**src/hw/flash_host_map.svh**
```systemverilog
// constants for the page-write flash host controller
`ifndef FLASH_HOST_MAP_SVH
`define FLASH_HOST_MAP_SVH

// command addresses and codes
`define FH_ADDR_5555 16'h5555
`define FH_ADDR_2AAA 16'h2aaa
`define FH_CODE_AA 8'haa
`define FH_CODE_55 8'h55
`define FH_CODE_PROT 8'ha0
`define FH_CODE_EXT 8'h80
`define FH_CODE_UNPROT 8'h20
`define FH_CODE_ERASE 8'h10
`define FH_CODE_ID3 8'h90
`define FH_CODE_ID6 8'h60
`define FH_CODE_IDEXIT 8'hf0
// page layout
`define FH_PAGE_BYTES 128
`define FH_OFFS_BITS 7
`define FH_ERASED 8'hff
`define FH_POLL_BIT 7
`define FH_TOGGLE_BIT 6
// clock and times
`define FH_CLK_NS 10
`define FH_WE_MIN_NS 15
`define FH_WE_CYC ((`FH_WE_MIN_NS + `FH_CLK_NS - 1) / `FH_CLK_NS)
`define FH_ACC_NS 120
`define FH_RD_CYC ((`FH_ACC_NS + `FH_CLK_NS - 1) / `FH_CLK_NS)
`define FH_PAUSE_US 10
`define FH_PAUSE_CYC ((`FH_PAUSE_US * 1000 + `FH_CLK_NS - 1) / `FH_CLK_NS)
`define FH_WIN_US 150
`define FH_WIN_CYC ((`FH_WIN_US * 1000) / `FH_CLK_NS)
`define FH_PROG_MS 10
`define FH_PROG_CYC ((`FH_PROG_MS * 1000000) / `FH_CLK_NS)
`define FH_ERASE_MS 50
`define FH_ERASE_CYC ((`FH_ERASE_MS * 1000000) / `FH_CLK_NS)

`endif

```
**src/hw/flash_host_pkg.sv**
```systemverilog
// types for the page-write flash host controller
package flash_host_pkg;
    // operations offered on the command port
    typedef enum logic [2:0] {
        OP_READ = 3'h0,
        OP_PAGE = 3'h1,
        OP_ERASE = 3'h2,
        OP_UNPROT = 3'h3,
        OP_ID_ENTER = 3'h4,
        OP_ID_ENTER6 = 3'h5,
        OP_ID_EXIT = 3'h6,
        OP_HWID = 3'h7
    } op_t;
endpackage

```
**src/hw/flash_bus_if.sv**
```systemverilog
// request carrier between sequencer and pin cycle engine
`timescale 1ns/1ps
interface flash_bus_if;
    logic req; // one-cycle request pulse
    logic wr; // write when high, read when low
    logic [15:0] addr; // cycle address
    logic [7:0] wdata; // write data
    logic done; // one-cycle completion pulse
    logic [7:0] rdata; // read result, valid with done
    modport master (output req, output wr, output addr, output wdata,
                    input done, input rdata);
    modport engine (input req, input wr, input addr, input wdata,
                    output done, output rdata);
endinterface

```
**src/hw/flash_cycle.sv**
```systemverilog
// single read or write cycle on the flash pins
`timescale 1ns/1ps
`include "flash_host_map.svh"
module flash_cycle import flash_host_pkg::*; #(
    parameter int WE_CYC = `FH_WE_CYC,
    parameter int RD_CYC = `FH_RD_CYC
) (
    // clock and reset
    input wire logic clock,
    input wire logic sys_rst,
    // request side
    flash_bus_if.engine bus,
    // flash pins
    output logic [15:0] addr_r,
    output logic [7:0] dq_out_r,
    output logic dq_oe_r,
    input wire logic [7:0] dq_in,
    output logic ce_n_r,
    output logic oe_n_r,
    output logic we_n_r
);
    typedef enum logic [4:0] {
        C_IDLE = 5'b00001,
        C_SETUP = 5'b00010,
        C_STROBE = 5'b00100,
        C_HOLD = 5'b01000,
        C_READ = 5'b10000
    } cyc_t;

    cyc_t st_r; // cycle state
    logic wr_r; // latched direction
    logic [7:0] cnt_r; // strobe and access counter
    logic [7:0] dq_s1_r, dq_s2_r, dq_s3_r; // pin synchroniser

    // data pins come from outside the clock domain
    always_ff @(posedge clock or posedge sys_rst) begin
        if (sys_rst) begin
            dq_s1_r <= 8'h00;
            dq_s2_r <= 8'h00;
            dq_s3_r <= 8'h00;
        end else begin
            dq_s1_r <= dq_in;
            dq_s2_r <= dq_s1_r;
            dq_s3_r <= dq_s2_r;
        end
    end

    // pin sequencing; address settles a cycle before any strobe falls
    always_ff @(posedge clock or posedge sys_rst) begin
        if (sys_rst) begin
            st_r <= C_IDLE;
            wr_r <= 1'b0;
            cnt_r <= 8'h00;
            addr_r <= 16'h0000;
            dq_out_r <= 8'h00;
            dq_oe_r <= 1'b0;
            ce_n_r <= 1'b1;
            oe_n_r <= 1'b1;
            we_n_r <= 1'b1;
            bus.done <= 1'b0;
            bus.rdata <= 8'h00;
        end else begin
            bus.done <= 1'b0;
            case (st_r)
                C_IDLE: begin
                    if (bus.req) begin
                        addr_r <= bus.addr;
                        dq_out_r <= bus.wdata;
                        wr_r <= bus.wr;
                        st_r <= C_SETUP;
                    end
                end
                C_SETUP: begin
                    cnt_r <= 8'h00;
                    ce_n_r <= 1'b0;
                    if (wr_r) begin
                        // write with oe high
                        oe_n_r <= 1'b1;
                        we_n_r <= 1'b0;
                        dq_oe_r <= 1'b1;
                        st_r <= C_STROBE;
                    end else begin
                        oe_n_r <= 1'b0;
                        st_r <= C_READ;
                    end
                end
                C_STROBE: begin
                    // strobe longer than glitch
                    if (cnt_r == 8'(WE_CYC - 1)) begin
                        we_n_r <= 1'b1;
                        ce_n_r <= 1'b1;
                        st_r <= C_HOLD;
                    end else begin
                        cnt_r <= cnt_r + 8'h01;
                    end
                end
                C_HOLD: begin
                    // data held one cycle past the rising strobes
                    dq_oe_r <= 1'b0;
                    bus.done <= 1'b1;
                    st_r <= C_IDLE;
                end
                C_READ: begin
                    // wait out access time, then take a stable byte
                    if (cnt_r < 8'(RD_CYC + 3)) begin
                        cnt_r <= cnt_r + 8'h01;
                    end else if (dq_s2_r == dq_s3_r) begin
                        bus.rdata <= dq_s3_r;
                        bus.done <= 1'b1;
                        ce_n_r <= 1'b1;
                        oe_n_r <= 1'b1;
                        st_r <= C_IDLE;
                    end
                end
                default: st_r <= C_IDLE;
            endcase
        end
    end
endmodule // flash_cycle

```
**src/hw/flash_host.sv**
```systemverilog
// host sequencer for a byte-wide page-write flash
`timescale 1ns/1ps
`include "flash_host_map.svh"
// Operation
// flash drives data only when selected
// unloaded page bytes program to FFh
// write: ce low, we low, oe high
// address latched on first falling strobe; the model latches on the last
// next byte within 150 us window
// window expiry starts internal programming
// page from A15..A7, one page
// bytes may load in any order
// whole page programs at once
// protected load needs three-byte preamble
// preamble enables protection, shipped protected
// protection kept across power cycles
// six-byte sequence disables protection
// strobes under 15 ns ignored
// oe low or strobes high inhibit
// polling bit inverted while programming
// toggle bit alternates while programming
// chip erase done within 50 ms
// six-byte chip erase command
// id mode maps 0000H, 0001H
// three-byte exit ends id mode
// id entry/exit codes, 10 us pause
// high voltage on id pin reads id
// host polls completion before next command
module flash_host import flash_host_pkg::*; #(
    parameter int WIN_CYC = `FH_WIN_CYC,
    parameter int PAUSE_CYC = `FH_PAUSE_CYC,
    parameter int PROG_CYC = `FH_PROG_CYC,
    parameter int ERASE_CYC = `FH_ERASE_CYC
) (
    // clock and reset
    input wire logic clock,
    input wire logic sys_rst,
    // command port
    input wire logic cmd_valid,
    input wire op_t cmd_op,
    input wire logic [15:0] cmd_addr,
    input wire logic cmd_protect,
    output logic cmd_ready_r,
    // page byte stream
    input wire logic byte_valid,
    input wire logic [6:0] byte_offs,
    input wire logic [7:0] byte_data,
    input wire logic byte_last,
    output logic byte_ready_r,
    // results
    output logic done_r,
    output logic [7:0] rdata_r,
    output logic timeout_r,
    // flash pins
    output logic [15:0] addr_r,
    output logic [7:0] dq_out_r,
    output logic dq_oe_r,
    input wire logic [7:0] dq_in,
    output logic ce_n_r,
    output logic oe_n_r,
    output logic we_n_r,
    output logic id_hv_en_r
);
    typedef enum logic [6:0] {
        M_IDLE = 7'b0000001,
        M_SEQ = 7'b0000010,
        M_LOAD = 7'b0000100,
        M_READ = 7'b0001000,
        M_POLL = 7'b0010000,
        M_PAUSE = 7'b0100000,
        M_DONE = 7'b1000000
    } main_t;

    flash_bus_if bus ();

    main_t st_r; // sequencer state
    op_t op_r; // operation in progress
    logic [15:0] cad_r; // command address
    logic [2:0] len_r; // preamble length
    logic [2:0] idx_r; // preamble index
    logic wait_r; // cycle outstanding
    logic [31:0] tmr_r; // window, pause and timeout counter
    logic [15:0] last_a_r; // address of last loaded byte
    logic exp7_r; // true polling bit
    logic [7:0] prev_r; // previous poll read
    logic have_prev_r; // prev_r holds a read
    logic fin_r; // last byte already issued
    logic req_r, wr_r; // request fields
    logic [15:0] raddr_r;
    logic [7:0] wdata_r;

    // number of command bytes before the operation
    function automatic logic [2:0] seq_len(input op_t op, input logic prot);
        case (op)
            OP_PAGE: seq_len = prot ? 3'd3 : 3'd0;
            OP_ERASE, OP_UNPROT, OP_ID_ENTER6: seq_len = 3'd6;
            OP_ID_ENTER, OP_ID_EXIT: seq_len = 3'd3;
            default: seq_len = 3'd0;
        endcase
    endfunction

    // address and data of one command byte
    function automatic logic [23:0] seq_word(input op_t op, input logic [2:0] i);
        logic [7:0] third;
        logic [7:0] last;
        third = `FH_CODE_EXT;
        last = `FH_CODE_ERASE;
        if (op == OP_PAGE) third = `FH_CODE_PROT;
        if (op == OP_ID_ENTER) third = `FH_CODE_ID3;
        if (op == OP_ID_EXIT) third = `FH_CODE_IDEXIT;
        if (op == OP_UNPROT) last = `FH_CODE_UNPROT;
        if (op == OP_ID_ENTER6) last = `FH_CODE_ID6;
        case (i)
            3'd0, 3'd3: seq_word = {`FH_ADDR_5555, `FH_CODE_AA};
            3'd1, 3'd4: seq_word = {`FH_ADDR_2AAA, `FH_CODE_55};
            3'd2: seq_word = {`FH_ADDR_5555, third};
            default: seq_word = {`FH_ADDR_5555, last};
        endcase
    endfunction

    assign bus.req = req_r;
    assign bus.wr = wr_r;
    assign bus.addr = raddr_r;
    assign bus.wdata = wdata_r;

    // pin cycle engine
    flash_cycle u_cycle (
        .clock(clock),
        .sys_rst(sys_rst),
        .bus(bus.engine),
        .addr_r(addr_r),
        .dq_out_r(dq_out_r),
        .dq_oe_r(dq_oe_r),
        .dq_in(dq_in),
        .ce_n_r(ce_n_r),
        .oe_n_r(oe_n_r),
        .we_n_r(we_n_r)
    );

    // sequencer; one bus cycle outstanding at a time
    always_ff @(posedge clock or posedge sys_rst) begin
        if (sys_rst) begin
            st_r <= M_IDLE;
            op_r <= OP_READ;
            cad_r <= 16'h0000;
            len_r <= 3'd0;
            idx_r <= 3'd0;
            wait_r <= 1'b0;
            tmr_r <= 32'h0000_0000;
            last_a_r <= 16'h0000;
            exp7_r <= 1'b1;
            prev_r <= 8'h00;
            have_prev_r <= 1'b0;
            fin_r <= 1'b0;
            req_r <= 1'b0;
            wr_r <= 1'b0;
            raddr_r <= 16'h0000;
            wdata_r <= 8'h00;
            cmd_ready_r <= 1'b1;
            byte_ready_r <= 1'b0;
            done_r <= 1'b0;
            rdata_r <= 8'h00;
            timeout_r <= 1'b0;
            id_hv_en_r <= 1'b0;
        end else begin
            req_r <= 1'b0;
            done_r <= 1'b0;
            byte_ready_r <= 1'b0;
            if (bus.done) wait_r <= 1'b0;
            case (st_r)
                M_IDLE: begin
                    if (cmd_valid) begin
                        cmd_ready_r <= 1'b0;
                        op_r <= cmd_op;
                        cad_r <= cmd_addr;
                        len_r <= seq_len(cmd_op, cmd_protect);
                        idx_r <= 3'd0;
                        tmr_r <= 32'h0000_0000;
                        timeout_r <= 1'b0;
                        have_prev_r <= 1'b0;
                        fin_r <= 1'b0;
                        if (seq_len(cmd_op, cmd_protect) != 3'd0) st_r <= M_SEQ;
                        else if (cmd_op == OP_PAGE) st_r <= M_LOAD;
                        else st_r <= M_READ;
                        // raise id pin for hardware id
                        id_hv_en_r <= (cmd_op == OP_HWID);
                    end
                end
                M_SEQ: begin
                    // command byte sequences
                    if (!wait_r && !req_r) begin
                        {raddr_r, wdata_r} <= seq_word(op_r, idx_r);
                        wr_r <= 1'b1;
                        req_r <= 1'b1;
                        wait_r <= 1'b1;
                    end else if (bus.done) begin
                        idx_r <= idx_r + 3'd1;
                        tmr_r <= 32'h0000_0000;
                        if (idx_r == len_r - 3'd1) begin
                            if (op_r == OP_PAGE) st_r <= M_LOAD;
                            else if (op_r == OP_ERASE) begin
                                // erased array polls as FFh
                                last_a_r <= 16'h0000;
                                exp7_r <= 1'(`FH_ERASED >> `FH_POLL_BIT);
                                st_r <= M_POLL;
                            end else st_r <= M_PAUSE;
                        end
                    end
                end
                M_LOAD: begin
                    tmr_r <= tmr_r + 32'd1;
                    if (!wait_r && !req_r && !fin_r) byte_ready_r <= 1'b1;
                    // page from command, offset from stream
                    if (byte_ready_r && byte_valid) begin
                        raddr_r <= {cad_r[15:`FH_OFFS_BITS], byte_offs};
                        last_a_r <= {cad_r[15:`FH_OFFS_BITS], byte_offs};
                        wdata_r <= byte_data;
                        exp7_r <= byte_data[`FH_POLL_BIT];
                        wr_r <= 1'b1;
                        req_r <= 1'b1;
                        wait_r <= 1'b1;
                        fin_r <= byte_last;
                        byte_ready_r <= 1'b0;
                    end else if (bus.done) begin
                        // window restarts at each load
                        tmr_r <= 32'h0000_0000;
                        if (fin_r) st_r <= M_POLL;
                    end else if (!wait_r && tmr_r >= 32'(WIN_CYC - 1)) begin
                        // late byte means programming began
                        byte_ready_r <= 1'b0;
                        tmr_r <= 32'h0000_0000;
                        st_r <= M_POLL;
                    end
                end
                M_READ: begin
                    if (!wait_r && !req_r) begin
                        // low address bit picks id code
                        raddr_r <= (op_r == OP_HWID) ? {15'h0000, cad_r[0]} : cad_r;
                        wr_r <= 1'b0;
                        req_r <= 1'b1;
                        wait_r <= 1'b1;
                    end else if (bus.done) begin
                        rdata_r <= bus.rdata;
                        st_r <= M_DONE;
                    end
                end
                M_POLL: begin
                    // poll until toggling stops
                    tmr_r <= tmr_r + 32'd1;
                    if (!wait_r && !req_r && !timeout_r) begin
                        raddr_r <= last_a_r;
                        wr_r <= 1'b0;
                        req_r <= 1'b1;
                        wait_r <= 1'b1;
                    end else if (bus.done) begin
                        prev_r <= bus.rdata;
                        have_prev_r <= 1'b1;
                        if (have_prev_r
                            && bus.rdata[`FH_TOGGLE_BIT] == prev_r[`FH_TOGGLE_BIT]
                            && bus.rdata[`FH_POLL_BIT] == exp7_r) begin
                            rdata_r <= bus.rdata;
                            st_r <= M_DONE;
                        end
                    end
                    // bounded wait for the internal cycle
                    if (tmr_r >= ((op_r == OP_ERASE) ? 32'(ERASE_CYC) : 32'(PROG_CYC))) begin
                        timeout_r <= 1'b1;
                        if (timeout_r && !wait_r) st_r <= M_DONE;
                    end
                end
                M_PAUSE: begin
                    // settle after id or unprotect sequences
                    tmr_r <= tmr_r + 32'd1;
                    if (tmr_r >= 32'(PAUSE_CYC - 1)) st_r <= M_DONE;
                end
                M_DONE: begin
                    done_r <= 1'b1;
                    cmd_ready_r <= 1'b1;
                    id_hv_en_r <= 1'b0;
                    st_r <= M_IDLE;
                end
                default: st_r <= M_IDLE;
            endcase
        end
    end

    // helper: cycles spent in pause
    logic [31:0] pause_len_r;
    always_ff @(posedge clock or posedge sys_rst) begin
        if (sys_rst) pause_len_r <= 32'h0000_0000;
        else if (st_r == M_PAUSE) pause_len_r <= pause_len_r + 32'd1;
        else pause_len_r <= 32'h0000_0000;
    end
endmodule // flash_host

```
**config.mk**
```make
export PLATFORM = sky130hd
export DESIGN_NAME = flash_host
export DESIGN_NICKNAME = d
export VERILOG_FILES = /design/src/hw/flash_host_pkg.sv /design/src/hw/flash_bus_if.sv /design/src/hw/flash_cycle.sv /design/src/hw/flash_host.sv
export VERILOG_INCLUDE_DIRS = /design/src /design/src/hw
export SDC_FILE = /design/constraint.sdc
export NUM_CORES = 1
export LEC_CHECK = 0
export BUFFER_PORTS_ARGS = -buffer_cell sky130_fd_sc_hd__buf_2
export CORE_ASPECT_RATIO = 0.5
export CORE_UTILIZATION = 60
export CTS_BUF_LIST = sky130_fd_sc_hd__clkbuf_16
export DETAILED_ROUTE_END_ITERATION = 8
export PLACE_DENSITY = 0.84
export SYNTH_ARGS = -nofsm -noshare
export SYNTH_HDL_FRONTEND = slang
export SYNTH_SLANG_ARGS = --single-unit
```
**constraint.sdc**
```tcl
create_clock -name clock -period 15.6 [get_ports clock]
set_clock_uncertainty 0.1 [all_clocks]
set_input_delay 0.78 -clock clock [delete_from_list [all_inputs] [get_ports clock]]
set_output_delay 0.78 -clock clock [all_outputs]
set_load 0.02 [all_outputs]
```
==> run metrics <==
Boundary Pins=slightly below 90; clock latency on the worst-skew pair=440 ps; Floorplan Core Area=14800 um^2; Mapped Cells=roughly 940; number of failing setup endpoints in the final timing report=0; CTS H-Tree Depth=4; Inserted Clock Buffers=17; synthesized area divided by synthesized cell count=9.91 um^2; Setup Total Neg Slack=0 ps; TritonCTS sink count=approximately 200; starting utilization of the core area=a little over three fifths; crit path kind=flip-flop to flip-flop; sequential area share after synthesis=53.5%; Max transition margin=10.2%; power density over the cells=around 170 nW/um^2; data arrival time of the critical path=between 3000 and 4000 ps; Die Height=90.1 um; cell family contributing the most delay on the critical path=simple AND/OR/NAND/NOR gates; category of the worst setup path launch point=flip-flop; final antenna diode count=0; multiplexer share of the synthesized area=6.16%; max-cap viol count=0; Site Rows=31; Setup crit end kind=flip-flop; maximum number of pins on one net before global-route repair=around 140; number of warnings reported in the yosys synthesis log=0; routed length per instance=~18 um; largest family of logic cells by synthesized area=simple AND/OR/NAND/NOR gates; library cells used by synthesis=71; Inst Count DP=1193; final instance count without filler cells=approximately 1200; adder-cell area share of the yosys netlist=approximately 1.7%; Yosys top cell area share=between 50% and 60%; final antenna-violating net count=0; DR pass1 iterations=6; fraction of synthesized cell area in xor and xnor cells=under 10%; #FFs+latches synth=a little under 200; number of pins exceeding their max-slew limit in the final report=0; largest area contributor in the synthesized netlist=sky130_fd_sc_hd__dfrtp_1; fraction of registers with async set or reset after synthesis=between 90% and 100%; unrepaired setup endpoints after global routing=no; Layout area overhead=12.5%; outcome=finished clean; longest individual stage delay on the worst path=just over 1000 ps; post-route clock period utilization=22.7%; Max rail drop VDD=~0.11 mV; Max Fanout on Critical Path=20; final-report hold violation count=0; Die ar.=16100 um^2; netlist area before placement=~9300 um^2; total length of routed wires=about 22000 um; total congestion overflow=0; type of the tightest min-delay check=flip-flop to flip-flop; Post-synth top cells=192 x sky130_fd_sc_hd__dfrtp_1, 178 x sky130_fd_sc_hd__nand2_1, 92 x sky130_fd_sc_hd__o21ai_0; final critical delay including setup and external delays=~3500 ps; CTS tree=done; wire length of the first global-routing pass=~36000 um; leakage power=between 4 and 5 nW; Crit path required time=between 15000 and 20000 ps; horizontal extent of the die=roughly 180 um; most frequent cell on the critical path=sky130_fd_sc_hd__nor2_1; First DRT Iteration DRCs=~600; simple logic cell fraction of the synthesized area=19.3%; post-synth net total=between 1000 and 1500; routability congestion estimate=~0.9; ranking of synthesized cells by area=sky130_fd_sc_hd__dfrtp_1 52%, sky130_fd_sc_hd__nand2_1 7.2%, sky130_fd_sc_hd__mux2_2 5.7%; Global Route Usage Sum=roughly 29%; HPWL after DPL=14700 um; maximum clock frequency=around 280 MHz; count of input and output buffers=slightly below 90; slew at the pin closest to its max-slew limit=between 1000 and 1500 ps; cell chain of the critical path=nor4_2 -> nand3_1 -> a21o_1 -> and2_4 -> nor2_1 -> nor2_1 -> nor2_1; sum of buffers and inverters on the critical path=0; number of vias per cell=6.16; via count of the routed design=7540; fraction of final layout cells sized beyond drive strength 1=between 10% and 20%; via count of the first global-routing pass=~7200; most common flop cell mapped by yosys=sky130_fd_sc_hd__dfrtp_1; crit path max-delay cell type=sky130_fd_sc_hd__nor2_1; complex-gate fraction of the synthesized area=about an eighth; Post-CTS Hold Fix Bufs=0; setup fix buffers added after clock tree synthesis=0; number of antenna violations at the first check in global routing=0; most common cell in the synthesized netlist=sky130_fd_sc_hd__dfrtp_1; DRC Markers=0; Resize count post-CTS=0; clock root buffer=sky130_fd_sc_hd__clkbuf_16; largest buffer count on any clock path=2; clock transition at the register clock pins on the worst setup and hold paths after CTS=80 ps; Total Nets Final=around 1100; number of flops mapped to enable cells by yosys=0
[layer usage]
metal / wire [um] / GRT usage (%) / vias to the layer above
li1: - / - / 3418
met1: 9130 / 38.2 / 3672
met2: 10500 / 45.1 / 381
met3: 1510 / 5.29 / 69
met4: 720 / 13.6 / 0
met5: 0 / 0 / -
[worst reg2reg max path: stages (launching register included)]
cell                      delay (ps)
sky130_fd_sc_hd__dfrtp_1         450
sky130_fd_sc_hd__nor4_2          370
sky130_fd_sc_hd__nand3_1         480
sky130_fd_sc_hd__a21o_1          370
sky130_fd_sc_hd__and2_4          200
sky130_fd_sc_hd__nor2_1         1020
sky130_fd_sc_hd__nor2_1          300
sky130_fd_sc_hd__nor2_1          180
[state kept, by name, summed over array words and instances, names as in the netlist, 16 cells and up]
| register | count |
|---|---|
| u_cycle.addr_r | 16 |
| last_a_r | 16 |
| tmr_r | 32 |
| bus.addr | 16 |
| cad_r | 16 |
[where the power goes]
part / internal (mW) / switching [mW] / total, mW
Combinational: 0.214 / 0.359 / 0.573
Clock: 0.218 / 0.223 / 0.441
Sequential: 0.628 / 0.0951 / 0.723
[cells in the final DEF (no fill, tap or decap), types with 6 or more instances in the layout]
master                        n
sky130_fd_sc_hd__clkinv_8     6
sky130_fd_sc_hd__a221oi_1     9
sky130_fd_sc_hd__or3_1       14
sky130_fd_sc_hd__inv_1       32
sky130_fd_sc_hd__xor2_1      13
sky130_fd_sc_hd__and2_1      12
sky130_fd_sc_hd__mux2_2      47
sky130_fd_sc_hd__nor2_1      49
sky130_fd_sc_hd__nand3_1     33
sky130_fd_sc_hd__buf_2       88
sky130_fd_sc_hd__nor3_1      31
sky130_fd_sc_hd__a21o_1       7
sky130_fd_sc_hd__nand2b_1     9
sky130_fd_sc_hd__a22o_1       7
sky130_fd_sc_hd__a21oi_1     34
sky130_fd_sc_hd__dfstp_2      7
sky130_fd_sc_hd__nand2_1    178
sky130_fd_sc_hd__xnor2_1     16
sky130_fd_sc_hd__nand4_1      9
sky130_fd_sc_hd__and3_1       9
sky130_fd_sc_hd__o21ai_0     92
sky130_fd_sc_hd__clkbuf_16   17
sky130_fd_sc_hd__dfrtp_1    192
sky130_fd_sc_hd__a31oi_1      7
sky130_fd_sc_hd__ha_1        13
[metrics by stage]
stage          utilization (%)  hold slack (ps)  instance area (um^2)  power, mW  worst slack [ps]
2_1_floorplan                -              231                  9320       1.13              9310
3_3_place_gp              66.7              231                  9880       1.26             12260
3_5_place_dp              66.7              235                  9880       1.29             12120
4_1_cts                   70.8              245                 10500       1.73             12100
5_1_grt                   70.8              245                 10500       1.83             11770
6_report                  70.8              242                 10500       1.74             12050
[cells by family after synthesis]
logic type	Yosys count
mux	51
simple gates	381
buf+inv	72
fa+ha+maj	13
xor+xnor	29
compound gates	196
flops	199
[final timing paths]
kind	startpoint	slack, ps	end	depth (start not counted)
max in group asynchronous	sys_rst	13590	cad_r[14]	3
worst min register to register	u_cycle.dq_s1_r[5]	240	u_cycle.dq_s2_r[5]	0
worst max-delay path	st_r[3]	12050	tmr_r[30]	7
worst max register to register	st_r[3]	12050	tmr_r[30]	7
worst min-delay path	u_cycle.dq_s1_r[5]	240	u_cycle.dq_s2_r[5]	0
min in group asynchronous	sys_rst	440	u_cycle.cnt_r[2]	2
[area by class of cell]
cell class | instances | area, um^2
sequential | 199 | 4990
fill | 1027 | 4330
multi-input combinational | 670 | 4040
timing repair buffer | 92 | 470
clock buffer | 17 | 425
tap | 198 | 248
clock inverter | 15 | 185
inverter | 34 | 135
Note: power is estimated with default switching activity, not from simulation.
